## src/core/srs_pkg.sv

```systemverilog
// Shared constants, states and carriers of the reset sequencer.
package srs_pkg;

    // ****************************************************************
    // Clock and timing
    // ****************************************************************
    localparam int CLK_PERIOD_NS = 40;                 // Sys clock period.
    localparam int TCL_NS        = CLK_PERIOD_NS / 2;  // Half clock period.
    localparam int FILT_MIN_NS   = 50;                 // Shortest kept pulse.
    // Least time, so it rounds up.
    localparam int FILT_CYC =
        (FILT_MIN_NS + CLK_PERIOD_NS - 1) / CLK_PERIOD_NS;
    localparam int DET_TCL  = 4;     // Least valid low before the wait.
    localparam int DET_CYC  =
        (DET_TCL * TCL_NS + CLK_PERIOD_NS - 1) / CLK_PERIOD_NS;
    localparam int WAIT_TCL = 12;    // Longest wait, so it rounds down.
    localparam int WAIT_CYC = WAIT_TCL * TCL_NS / CLK_PERIOD_NS;
    localparam int SEQ_TCL  = 1024;  // Internal sequence length.
    localparam int SEQ_CYC  = SEQ_TCL * TCL_NS / CLK_PERIOD_NS;
    localparam int SMP_TCL  = 8;     // Delay before the classification.
    localparam int SMP_CYC  = SMP_TCL * TCL_NS / CLK_PERIOD_NS;
    localparam int TEND_TCL = 3;     // Least delay to end transparency.
    localparam int TEND_CYC =
        (TEND_TCL * TCL_NS + CLK_PERIOD_NS - 1) / CLK_PERIOD_NS;

    // ****************************************************************
    // Register map and fields
    // ****************************************************************
    localparam logic [15:0] CFG_LATCH_OFS = 16'hF108;
    localparam logic [15:0] CTRL_OFS      = 16'hF10C;
    localparam logic [15:0] STAT_OFS      = 16'hF110;
    localparam logic [15:0] MASK_OFS      = 16'hF114;
    localparam int          CTRL_BIDIR    = 0;   // Bidirectional enable.
    localparam int          EVT_SHORT     = 0;   // Short reset done.
    localparam int          EVT_LONG      = 1;   // Long reset done.
    localparam int          EVT_FLASH     = 2;   // Flash-only reset.
    localparam int          EVT_W         = 3;
    localparam int          CFG_LSB       = 8;   // Latch takes high byte.
    localparam int          CLKCFG_LSB    = 13;  // Clock option pins.
    localparam logic [7:0]  CFG_LATCH_RST = 8'h00;
    localparam logic [2:0]  CLKCFG_RST    = 3'h7;
    localparam logic [2:0]  MASK_RST      = 3'h0;
    localparam logic        BIDIR_RST     = 1'b0;
    localparam logic [15:0] FLASH_BLANK   = 16'hFFFF;
    localparam logic [23:0] FETCH_START   = 24'h00_0000;

    // One-hot sequencer states.
    typedef enum logic [6:0] {
        S_RUN    = 7'h01,
        S_DETECT = 7'h02,
        S_WAIT   = 7'h04,
        S_SEQ    = 7'h08,
        S_SAMPLE = 7'h10,
        S_LONG   = 7'h20,
        S_EXIT   = 7'h40
    } srs_state_t;

    // Register port request.
    typedef struct packed {
        logic [15:0] addr;
        logic [15:0] wdata;
        logic        wr;
        logic        rd;
    } srs_bus_req_t;

    // Flash read answer.
    typedef struct packed {
        logic [15:0] data;
        logic        valid;
    } srs_flash_t;

endpackage

```

## src/core/srs_filter.sv

```systemverilog
// Synchroniser and digital spike filter for the reset input pin.
`timescale 1ns/100ps
module srs_filter #(
    parameter int FILT = srs_pkg::FILT_CYC
) (
    input  wire logic sys_clk,
    input  wire logic rst,
    input  wire logic pinRaw,
    output logic      filtLow
);
    import srs_pkg::*;

    // All state of the filter.
    typedef struct packed {
        logic       sync1;  // First synchroniser stage.
        logic       sync2;  // Second synchroniser stage.
        logic [3:0] cnt;    // Consecutive low samples.
        logic       low;    // Filtered line, high means reset asked.
    } srs_filt_t;

    srs_filt_t st_reg;
    srs_filt_t st_next;

    // ****************************************************************
    // Filter
    // ****************************************************************
    // Lows shorter than FILT cycles never reach the line; a high
    // releases it at once.
    always_comb begin
        st_next       = st_reg;
        st_next.sync1 = pinRaw;
        st_next.sync2 = st_reg.sync1;
        if (st_reg.sync2) begin
            st_next.cnt = 4'h0;
            st_next.low = 1'b0;
        end else if (st_reg.cnt == 4'(FILT - 1)) begin
            st_next.low = 1'b1;
        end else begin
            st_next.cnt = st_reg.cnt + 4'h1;
        end
    end

    // Registers the filter state; the pin idles high.
    always_ff @(posedge sys_clk) begin
        if (rst) begin
            st_reg <= '{sync1: 1'b1, sync2: 1'b1, cnt: 4'h0, low: 1'b0};
        end else begin
            st_reg <= st_next;
        end
    end

    assign filtLow = st_reg.low;
endmodule

```

## src/core/srs_core.sv

```systemverilog
// Synchronous hardware reset sequencer with register port.
// What this block does
// - Reject reset input pulses under 50 ns.
// - Start internal sequence within 16 half-clocks.
// - Internal sequence lasts exactly 1024 half-clocks.
// - Sample line 8 later: short or long.
// - Long reset opens the clock option pins.
// - Bidirectional mode drives pin during sequence.
// - Slow clock makes bidirectional pulses short.
// - Close clock pins 3-4 half-clocks after release.
// - Unidirectional release at end classifies alike.
// - Too short pulse resets only flash.
// - Flash-only reset reads ones and traps.
// - Extend while low, and during flash init when extAccessSel is set.
// - Exit latches config, bus strobes inactive.
// - Restart fetch at address zero.
//
// The implementer's own choice: the strobed register port.
`timescale 1ns/100ps
module srs_core
    import srs_pkg::*;
(
    input  wire logic                  sys_clk,
    input  wire logic                  rst,
    input  wire logic                  resetPinIn,
    output logic                       resetPinOut,
    output logic                       resetPinOe,
    input  wire logic                  extAccessSel,
    input  wire logic                  flashInitDone,
    input  wire logic [15:0]           port0In,
    output logic [2:0]                 clockCfgPins,
    output logic                       cfgTransparent,
    input  wire srs_pkg::srs_bus_req_t busReq,
    output logic [15:0]                busRdData,
    input  wire srs_pkg::srs_flash_t   flashIn,
    output logic [15:0]                cpuRdData,
    output logic                       illegalTrap,
    output logic                       sysResetOut,
    output logic                       flashResetOut,
    output logic                       busIdleForce,
    output logic                       fetchStart,
    output logic [23:0]                fetchAddr,
    output logic                       irq
);
    import srs_pkg::*;

    // ****************************************************************
    // State
    // ****************************************************************
    // All state of the sequencer in one record.
    typedef struct packed {
        srs_state_t       state;     // Sequencer state.
        logic [9:0]       cnt;       // Cycle counter of the state.
        logic             flashOnly; // Flash held in its blank mode.
        logic             sysRst;    // Internal system reset.
        logic             pinOe;     // Driving the reset pin low.
        logic             transp;    // Clock option pins open.
        logic             busIdle;   // Bus strobes forced inactive.
        logic             fetch;     // Fetch restart pulse.
        logic             trap;      // Illegal opcode trap pulse.
        logic [15:0]      rdData;    // Data to the CPU fetch path.
        logic [2:0]       clkCfg;    // Clock option pins, held.
        logic [7:0]       cfgLatch;  // Start-up configuration.
        logic             bidirEn;   // Bidirectional reset enable.
        logic [EVT_W-1:0] status;    // Sticky events.
        logic [EVT_W-1:0] mask;      // Interrupt mask.
        logic [15:0]      busRd;     // Register read answer.
    } srs_core_t;

    srs_core_t        st_reg;   // Registered state.
    srs_core_t        st_next;  // Next state.
    logic             filtLow;  // Filtered line, high while asked.
    logic [EVT_W-1:0] evt;      // Events of this cycle.
    logic [EVT_W-1:0] clr;      // Write-one-to-clear bits.

    // ****************************************************************
    // Input filter
    // ****************************************************************
    // Synchronised and filtered in the sys_clk domain.
    srs_filter #(
        .FILT    (FILT_CYC)
    ) u_filter (
        .sys_clk (sys_clk),
        .rst     (rst),
        .pinRaw  (resetPinIn),
        .filtLow (filtLow)
    );

    // ****************************************************************
    // Sequencer and registers
    // ****************************************************************
    // Each half-clock count is halved into sys_clk cycles.
    always_comb begin
        st_next       = st_reg;
        st_next.fetch = 1'b0;
        st_next.trap  = 1'b0;
        st_next.busRd = 16'h0000;
        evt           = '0;
        clr           = '0;
        unique case (st_reg.state)
            S_RUN: begin
                // A filtered low starts the validity check.
                if (filtLow) begin
                    st_next.state = S_DETECT;
                    st_next.cnt   = 10'h000;
                end
            end
            S_DETECT: begin
                if (!filtLow) begin
                    // Passed the filter but too short: flash only.
                    st_next.flashOnly = 1'b1;
                    evt[EVT_FLASH]    = 1'b1;
                    st_next.state     = S_RUN;
                end else if (st_reg.cnt == 10'(DET_CYC - 1)) begin
                    st_next.state = S_WAIT;
                    st_next.cnt   = 10'h000;
                end else begin
                    st_next.cnt = st_reg.cnt + 10'h001;
                end
            end
            S_WAIT: begin
                // The sequence starts no later than the bound.
                if (st_reg.cnt == 10'(WAIT_CYC - 1)) begin
                    st_next.state     = S_SEQ;
                    st_next.cnt       = 10'h000;
                    st_next.sysRst    = 1'b1;
                    st_next.busIdle   = 1'b1;
                    st_next.flashOnly = 1'b0;
                    st_next.pinOe     = st_reg.bidirEn;
                end else begin
                    st_next.cnt = st_reg.cnt + 10'h001;
                end
            end
            S_SEQ: begin
                // Fixed length; the pin is released at its end.
                if (st_reg.cnt == 10'(SEQ_CYC - 1)) begin
                    st_next.state = S_SAMPLE;
                    st_next.cnt   = 10'h000;
                    st_next.pinOe = 1'b0;
                end else begin
                    st_next.cnt = st_reg.cnt + 10'h001;
                end
            end
            S_SAMPLE: begin
                // The released pin may still look low through the
                // analogue delay, so the class can go either way.
                if (st_reg.cnt == 10'(SMP_CYC - 1)) begin
                    st_next.cnt    = 10'h000;
                    evt[EVT_SHORT] = 1'b1;
                    if (filtLow) begin
                        evt[EVT_LONG]  = 1'b1;
                        st_next.state  = S_LONG;
                        st_next.transp = 1'b1;
                    end else begin
                        st_next.state = S_EXIT;
                    end
                end else begin
                    st_next.cnt = st_reg.cnt + 10'h001;
                end
            end
            S_LONG: begin
                // Pins stay open while low, then close after a delay.
                if (filtLow) begin
                    st_next.cnt = 10'h000;
                end else if (st_reg.cnt == 10'(TEND_CYC - 1)) begin
                    st_next.transp = 1'b0;
                    st_next.state  = S_EXIT;
                end else begin
                    st_next.cnt = st_reg.cnt + 10'h001;
                end
            end
            S_EXIT: begin
                // Held while low, or while the flash initialises with extAccessSel set.
                if (!filtLow &&
                    !(extAccessSel && !flashInitDone)) begin
                    st_next.state    = S_RUN;
                    st_next.sysRst   = 1'b0;
                    st_next.fetch    = 1'b1;
                    st_next.cfgLatch =
                        port0In[CFG_LSB +: 8];
                end
            end
            default: begin
                // An illegal code falls back to normal running.
                st_next.state = S_RUN;
            end
        endcase

        // Strobes stay inactive through the restart cycle.
        st_next.busIdle = st_next.sysRst | st_reg.sysRst;

        // Open clock option pins follow the port.
        if (st_reg.transp) begin
            st_next.clkCfg = port0In[CLKCFG_LSB +: 3];
        end

        // Flash reads give all ones and trap in flash-only mode.
        if (flashIn.valid) begin
            st_next.rdData =
                st_reg.flashOnly ? FLASH_BLANK : flashIn.data;
            st_next.trap = st_reg.flashOnly;
        end

        // Register writes.
        if (busReq.wr) begin
            unique case (busReq.addr)
                CTRL_OFS: st_next.bidirEn = busReq.wdata[CTRL_BIDIR];
                STAT_OFS: clr = busReq.wdata[EVT_W-1:0];
                MASK_OFS: st_next.mask = busReq.wdata[EVT_W-1:0];
                default: begin
                    // Unmapped or read-only: the write is dropped.
                end
            endcase
        end
        // A new event wins over its clear.
        st_next.status = (st_reg.status & ~clr) | evt;

        // Register reads answer in the next cycle; unmapped is zero.
        if (busReq.rd) begin
            unique case (busReq.addr)
                CFG_LATCH_OFS: st_next.busRd = {8'h00, st_reg.cfgLatch};
                CTRL_OFS:      st_next.busRd = {15'h0000, st_reg.bidirEn};
                STAT_OFS:      st_next.busRd = {13'h0000, st_reg.status};
                MASK_OFS:      st_next.busRd = {13'h0000, st_reg.mask};
                default:       st_next.busRd = 16'h0000;
            endcase
        end
    end

    // Registers the whole state.
    always_ff @(posedge sys_clk) begin
        if (rst) begin
            st_reg <= '{state: S_RUN, cnt: 10'h000, flashOnly: 1'b0,
                        sysRst: 1'b0, pinOe: 1'b0, transp: 1'b0,
                        busIdle: 1'b0, fetch: 1'b0, trap: 1'b0,
                        rdData: 16'h0000, clkCfg: CLKCFG_RST,
                        cfgLatch: CFG_LATCH_RST, bidirEn: BIDIR_RST,
                        status: 3'h0, mask: MASK_RST,
                        busRd: 16'h0000};
        end else begin
            st_reg <= st_next;
        end
    end

    // ****************************************************************
    // Outputs
    // ****************************************************************
    // Every output except the constants resetPinOut and fetchAddr is read from the registered record.
    assign resetPinOut    = 1'b0;  // Open drain, only pulls low.
    assign resetPinOe     = st_reg.pinOe;
    assign clockCfgPins   = st_reg.clkCfg;
    assign cfgTransparent = st_reg.transp;
    assign busRdData      = st_reg.busRd;
    assign cpuRdData      = st_reg.rdData;
    assign illegalTrap    = st_reg.trap;
    assign sysResetOut    = st_reg.sysRst;
    assign flashResetOut  = st_reg.sysRst | st_reg.flashOnly;
    assign busIdleForce   = st_reg.busIdle;
    assign fetchStart     = st_reg.fetch;
    assign fetchAddr      = FETCH_START;
    // Level interrupt while an unmasked event is pending.
    assign irq            = |(st_reg.status & st_reg.mask);

    // ****************************************************************
    // Checks
    // ****************************************************************
    localparam int START_MAX = 8;  // Detect to sequence, in cycles.

    logic       inSeq;   // Sequence state flag.
    logic [9:0] seqLen;  // Cycles spent in the sequence.
    assign inSeq = (st_reg.state == S_SEQ);

    // Counts the sequence length for the checks.
    always_ff @(posedge sys_clk) begin
        if (rst || !inSeq) begin
            seqLen <= 10'h000;
        end else begin
            seqLen <= seqLen + 10'h001;
        end
    end
endmodule

```

## config.mk

```make
export PLATFORM = sky130hd
export DESIGN_NAME = srs_core
export DESIGN_NICKNAME = d
export VERILOG_FILES = /design/src/core/srs_pkg.sv /design/src/core/srs_filter.sv /design/src/core/srs_core.sv
export SDC_FILE = /design/constraint.sdc
export NUM_CORES = 1
export LEC_CHECK = 0
export ABC_AREA = 1
export BUFFER_PORTS_ARGS = -buffer_cell sky130_fd_sc_hd__buf_2
export CORE_MARGIN = 3
export CORE_UTILIZATION = 40
export CTS_CLUSTER_SIZE = 20
export DETAILED_ROUTE_END_ITERATION = 16
export PLACE_DENSITY = 0.65
export SLEW_MARGIN = 20
export SYNTH_ARGS = -nofsm -noshare
export SYNTH_HDL_FRONTEND = slang
export SYNTH_HIERARCHICAL = 1
export SYNTH_SLANG_ARGS = --single-unit
```

## constraint.sdc

```tcl
create_clock -name sys_clk -period 5.2 [get_ports sys_clk]
set_input_delay 1.56 -clock sys_clk [delete_from_list [all_inputs] [get_ports sys_clk]]
set_output_delay 1.56 -clock sys_clk [all_outputs]
set_load 0.005 [all_outputs]
```

==> metrics.md, run 1 <==
| Metric | Value |
|---|---|
| Largest net degree at the start of global routing | `26` |
| Post-route cell area | `4490 sq um` |
| Slew @ Worst Pin | `about 0.67 ns` |
| Longest Clk Path Bufs | `2` |
| DRT Pass-1 Iters | `4` |
| Sequential share of the synthesized area | `0.354` |
| Min-Delay Endpoint | `u_filter/st_reg[5]` |
| Vias per cell | `between 4 and 5` |
| Synthesized instance count | `between 500 and 600` |
| CP Capture Type | `output port` |
| Nets | `roughly 710` |
| Die ar. | `~12,000 sq um` |
| Initial Util | `0.416` |
| Fin. Hold Viols | `0` |
| Period utilisation layout | `0.571` |
| DRC | `0` |
| F_max | `roughly 340 MHz` |
| Yosys warns | `6` |
| Buffer count from post-CTS setup fixing | `0` |
| Num ports | `140` |
| Vias post-DR | `between 3,000 and 4,000` |
| Commonest cells after routing, fill and taps aside | `nand2_1, buf_2, dfxtp_1` |
| Min cycle time layout | `slightly below 3 ns` |
| R2r startpoint | `st_reg[57]` |
| Cell variety after synth | `40` |
| Hold buffers post-CTS | `0` |
| Worst Path Max Fanout | `19` |
| Static leakage | `between 2 and 2.5 nW` |
| Final Core Density | `0.453` |
| Post-CTS Resized | `0` |
| Clock skew after layout | `between 0.004 and 0.005 ns` |
| Commonest non-fill, non-tap cell in the layout | `nand2_1` |
| Worst hold path type | `reg2reg` |
| Crit Path Class | `reg2out` |
| Vias in the first global route | `roughly 3,300` |
| Clock-pin slew on the worst setup and hold paths | `about 0.07 ns` |
| DR iter-0 viols | `~140` |
| Slew Limit Fails | `0` |
| Max FFs per register | `33` |
| R2R setup slack | `~3.3 ns` |
| CP arrival | `around 1.4 ns` |
| Run status | `completed` |
| Max-Cap Viols | `0` |
| TritonCTS clock tree | `yes` |
| TritonCTS Buffers | `9` |
| Layout Cells excl Fill | `around 770` |
| Hpwl dp | `6760 microns` |
| RSZ-0062 raised after global routing | `false` |
| Initial antenna violation count | `0` |
| Core ar. | `between 9000 and 10,000 sq um` |
| Synthesized area | `~4100 sq um` |
| Clock Sinks | `73` |
| # rows | `36` |
| Root Driver | `clkbuf_8` |
| Die X | `roughly 110 microns` |
| Ant diodes | `0` |
| CP required | `3.64 ns` |
| TNS Setup | `0 ns` |
| Worst skew pair latency | `around 0.34 ns` |
| Worst-case reg-to-reg path depth | `10` |
| Mapped Avg Cell Area | `approximately 7.2 sq um` |
| Area delta synth->final | `8.86%` |
| Peak supply drop | `roughly 0.15 mV` |
| CTS H-tree depth | `3` |
| ANT nets after route | `0` |
| Die H | `~110 microns` |
| Worst rel slew slack | `0.555` |
| R2R Path End | `st_reg[72]` |
| I/O Buffers | `85` |
| Gr ovfl total | `0` |
| Layout cell share with drive strength beyond 1 | `0.248` |
| HP Start | `u_filter/st_next[5]` |
| Startpoint Class | `flop` |
| Placed cells | `around 750` |
| Wire length per cell | `between 10 and 15 microns` |
| Final Setup Violations | `0` |
| Detailed Route WL | `8840 microns` |
| PD cells | `312 nW/um^2` |
| Fill count | `about 1,100` |
| Placed cell areas | `between 4000 and 5000 sq um` |
| Total Routing Usage GR | `0.158` |
| Yosys reg bits | `73` |
| Global-route wire length before repair | `~15,000 microns` |
| Gpl congestion | `a little over 0.9` |
| Hold Path Stages | `1` |
-- report_power, final --
group          internal (mW)  switching, mW
combinational          0.138          0.272
sequential             0.591         0.0314
clock                  0.171          0.198
-- metrics by stage --
step	hold WS (ns)	worst slack, ns	power [mW]
floorplan	0.389	2.49	0.976
global placement	0.403	2.23	1.04
detailed placement	0.400	2.22	1.05
finish	0.418	2.23	1.40
CTS	0.422	2.20	1.42
global route	0.443	2.10	1.50
-- final cells by class --
type | instances | area [sq um] | area share
Multi-Input combinational cell | 395 | 2030 | 0.453
Sequential cell | 73 | 1460 | 0.325
Timing Repair Buffer | 86 | 433 | 0.0964
Inverter | 64 | 240 | 0.0535
Tap cell | 133 | 166 | 0.0371
Clock buffer | 12 | 135 | 0.0301
Clock inverter | 4 | 20.0 | 0.00446
-- critical path, cell delays in order, from the launching register on --
cell and delay, ns:
dfxtp_1 0.75, or2_2 0.22, buf_2 0.10
-- cell usage after synthesis, drive strengths merged --
library cell    n  share of area
a211oi          3         0.0055
a21boi          1         0.0018
a21oi          30          0.037
a31o            1         0.0021
a31oi           1         0.0015
buf            62           0.11
clkbuf          9          0.011
conb            1        0.00091
dfxtp          73           0.35
ha              4          0.012
inv            64          0.058
nand2         107           0.11
nand3          38          0.054
nand3b          1         0.0018
nand4          13          0.020
nor2           96           0.12
nor3           19          0.023
nor4            2         0.0067
o211ai          4         0.0073
o21a            1         0.0018
o21ai          34          0.043
or2             4         0.0061
xnor2           1         0.0021
xor2            2         0.0042
-- kinds of logic (layout without fill, tap and decap cells) --
logic type                 count (synthesis)  count (layout)  share of synthesized area
adders and majority gates                  4               4                     0.0121
DFF                                       73              73                      0.354
xor gates and xnor gates                   3               3                    0.00637
other                                      1              33                   0.000909
and+or+nand+nor                          280             280                      0.344
buffers and inverters                    135             166                      0.182
AOI/OAI and AO/OA                         75              75                      0.100
-- worst max path at each step --
stage                    start            end  slack [ns]  cells past startpoint
floorplan           busReq[19]     st_reg[16]        2.49                      7
global placement    busReq[19]     st_reg[16]        2.23                      8
detailed placement  busReq[19]     st_reg[16]        2.22                      8
CTS                 st_reg[56]  flashResetOut        2.20                      2
global route        st_reg[56]  flashResetOut        2.10                      2
finish              st_reg[56]  flashResetOut        2.23                      2
-- layer usage --
layer | wire (microns) | global-route usage | vias up | share of wire
met2 | 4020 | 0.259 | 106 | 0.45
li1 | - | - | 1858 | -
met1 | 4120 | 0.198 | 1546 | 0.47
met5 | 0 | 0 | - | 0
met3 | 612 | 0.0516 | 7 | 0.069
met4 | 90 | 0.0478 | 0 | 0.010
No activity file was read; power rests on OpenSTA's default activity.
==> inputs of run 2 (changes only) <==
Settings changed: PLACE_DENSITY 0.65 to 0.67.
Clock period 5.2 ns to 2.61 ns, I/O delays scaled along.
==> metrics.md, run 2 (same netlist as run 1, synthesis figures left out) <==
| Metric | Value |
|---|---|
| Run status | `completed` |
| Final Setup Violations | `0` |
| Die X | `about 110 microns` |
| CTS H-tree depth | `3` |
| Max-Cap Viols | `0` |
| Crit path buffers/inverters | `2` |
| PD cells | `roughly 650 nW/um^2` |
| R2r startpoint | `st_reg[57]` |
| Hpwl dp | `approximately 6800 microns` |
| Worst-case reg-to-reg path depth | `10` |
| DRT Pass-1 Iters | `4` |
| Die H | `108 microns` |
| # rows | `36` |
| HP Start | `u_filter/st_next[5]` |
| Nets | `about 700` |
| Core ar. | `approximately 9900 sq um` |
| Layout cell share with drive strength beyond 1 | `0.255` |
| CP top delay family | `buffers and inverters` |
| Layout Cells excl Fill | `slightly below 800` |
| Commonest cells after routing, fill and taps aside | `nand2_1, buf_2, dfxtp_1` |
| Hold buffers post-CTS | `0` |
| Fin. Hold Viols | `0` |
| Crit Path Class | `reg2out` |
| Vias per cell | `between 4 and 5` |
| Slowest-stage cell, CP | `dfxtp_1` |
| Longest Clk Path Bufs | `2` |
| Global-route wire length before repair | `about 15,000 microns` |
| Post-route worst setup slack | `approximately 0.57 ns` |
| TNS Setup | `0 ns` |
| Slew @ Worst Pin | `roughly 0.54 ns` |
| Vias in the first global route | `3,242` |
| Fill count | `~1,000` |
| TritonCTS Buffers | `9` |
| DRC | `0` |
| Peak supply drop | `0.398 mV` |
| Area delta synth->final | `10.8%` |
| Clock skew after layout | `approximately 0.0085 ns` |
| Detailed Route WL | `between 8000 and 9000 microns` |
| Worst skew pair latency | `roughly 0.34 ns` |
| I/O Buffers | `85` |
| Worst hold path type | `reg2reg` |
| Largest net degree at the start of global routing | `24` |
| Sw frac | `0.342` |
| DR iter-0 viols | `approximately 150` |
| Min cycle time layout | `approximately 2 ns` |
| ANT nets after route | `0` |
| Setup WS pre-CTS | `approximately 0.41 ns` |
| Period utilisation layout | `0.783` |
| Root Driver | `clkbuf_8` |
| Buffer count from post-CTS setup fixing | `0` |
| Num ports | `140` |
| Vias post-DR | `about 3,500` |
| R2R Path End | `st_reg[72]` |
| Initial antenna violation count | `0` |
| TritonCTS clock tree | `yes` |
| CP max stage delay | `around 0.30 ns` |
| Max FFs per register | `33` |
| Gpl congestion | `around 0.92` |
| RSZ-0062 raised after global routing | `false` |
| CP required | `about 1.8 ns` |
| Internal power | `1.95 mW` |
| Min-Delay Endpoint | `u_filter/st_reg[5]` |
| Initial Util | `0.416` |
| Static leakage | `~2.1 nW` |
| Gr ovfl total | `0` |
| Startpoint Class | `flop` |
| Hold Path Stages | `1` |
| Wire length per cell | `roughly 11 microns` |
| Clock Sinks | `73` |
| Die ar. | `around 12,000 sq um` |
| Net Switching | `between 1 and 1.5 mW` |
| Post-CTS Resized | `0` |
| CP arrival | `around 1.3 ns` |
| CP Capture Type | `output port` |
| Placed cells | `~760` |
| Commonest non-fill, non-tap cell in the layout | `nand2_1` |
| Worst Path Max Fanout | `19` |
| Ant diodes | `0` |
| Slew Limit Fails | `0` |
| Clock-pin slew on the worst setup and hold paths | `around 0.07 ns` |
| Comb pwr share | `0.280` |
| Cell Chain, Critical Path | `buf_4 -> or2_2 -> buf_2` |
| Worst rel slew slack | `0.634` |
| R2R setup slack | `~0.76 ns` |
| Reg power frac | `0.414` |
| Total Routing Usage GR | `0.155` |
| F_max | `489 MHz` |
| Clock share of power | `0.307` |
[run 2: cell count changes in the layout (fill, tap and decap cells not counted), sizes merged]
cell | before | now
bufinv | 0 | 1
clkinv | 4 | 2
clkinvlp | 0 | 1
buf | 86 | 90
[run 2: area by class of cell]
type	instances	area [sq um]	share of cell area
timing repair buffer	90	463	0.101
clock inverter	4	51.3	0.0112
inverter	64	240	0.0525
clock buffer	12	155	0.0339
tap	133	166	0.0364
multi-input combinational	395	2030	0.445
sequential	73	1460	0.320
[run 2: how the worst max path moves through the flow]
stage / start / endpoint / depth (start not counted)
after floorplan: busReq[19] / st_reg[16] / 7
after global placement: busReq[19] / st_reg[17] / 8
after detailed placement: busReq[19] / st_reg[17] / 8
after CTS: st_reg[56] / flashResetOut / 3
after global routing: st_reg[56] / flashResetOut / 3
final: st_reg[56] / flashResetOut / 3
[run 2: stage by stage]
step / area, sq um / utilization / total power [mW] / hold slack (ns)
4_1_cts: 4570 / 0.461 / 3.00 / 0.421
5_1_grt: 4570 / 0.461 / 3.15 / 0.434
2_1_floorplan: 4250 / - / 1.94 / 0.389
3_5_place_dp: 4370 / 0.441 / 2.08 / 0.403
6_report: 4570 / 0.461 / 2.97 / 0.415
3_3_place_gp: 4370 / 0.441 / 2.07 / 0.406
[run 2: power groups by stage]
stage               Sequential [mW]  Combinational [mW]  Clock (mW)
global route                   1.24               0.933       0.985
finish                         1.23               0.829       0.910
CTS                            1.23               0.833       0.942
floorplan                      1.24               0.701           0
global placement               1.25               0.818           0
detailed placement             1.25               0.831           0
[run 2: metal layers]
layer | track usage | routed length (microns) | vias up
li1 | - | - | 1857
met1 | 0.204 | 4130 | 1556
met2 | 0.245 | 3880 | 118
met3 | 0.0408 | 605 | 11
met4 | 0.0559 | 148 | 0
met5 | 0 | 0 | -
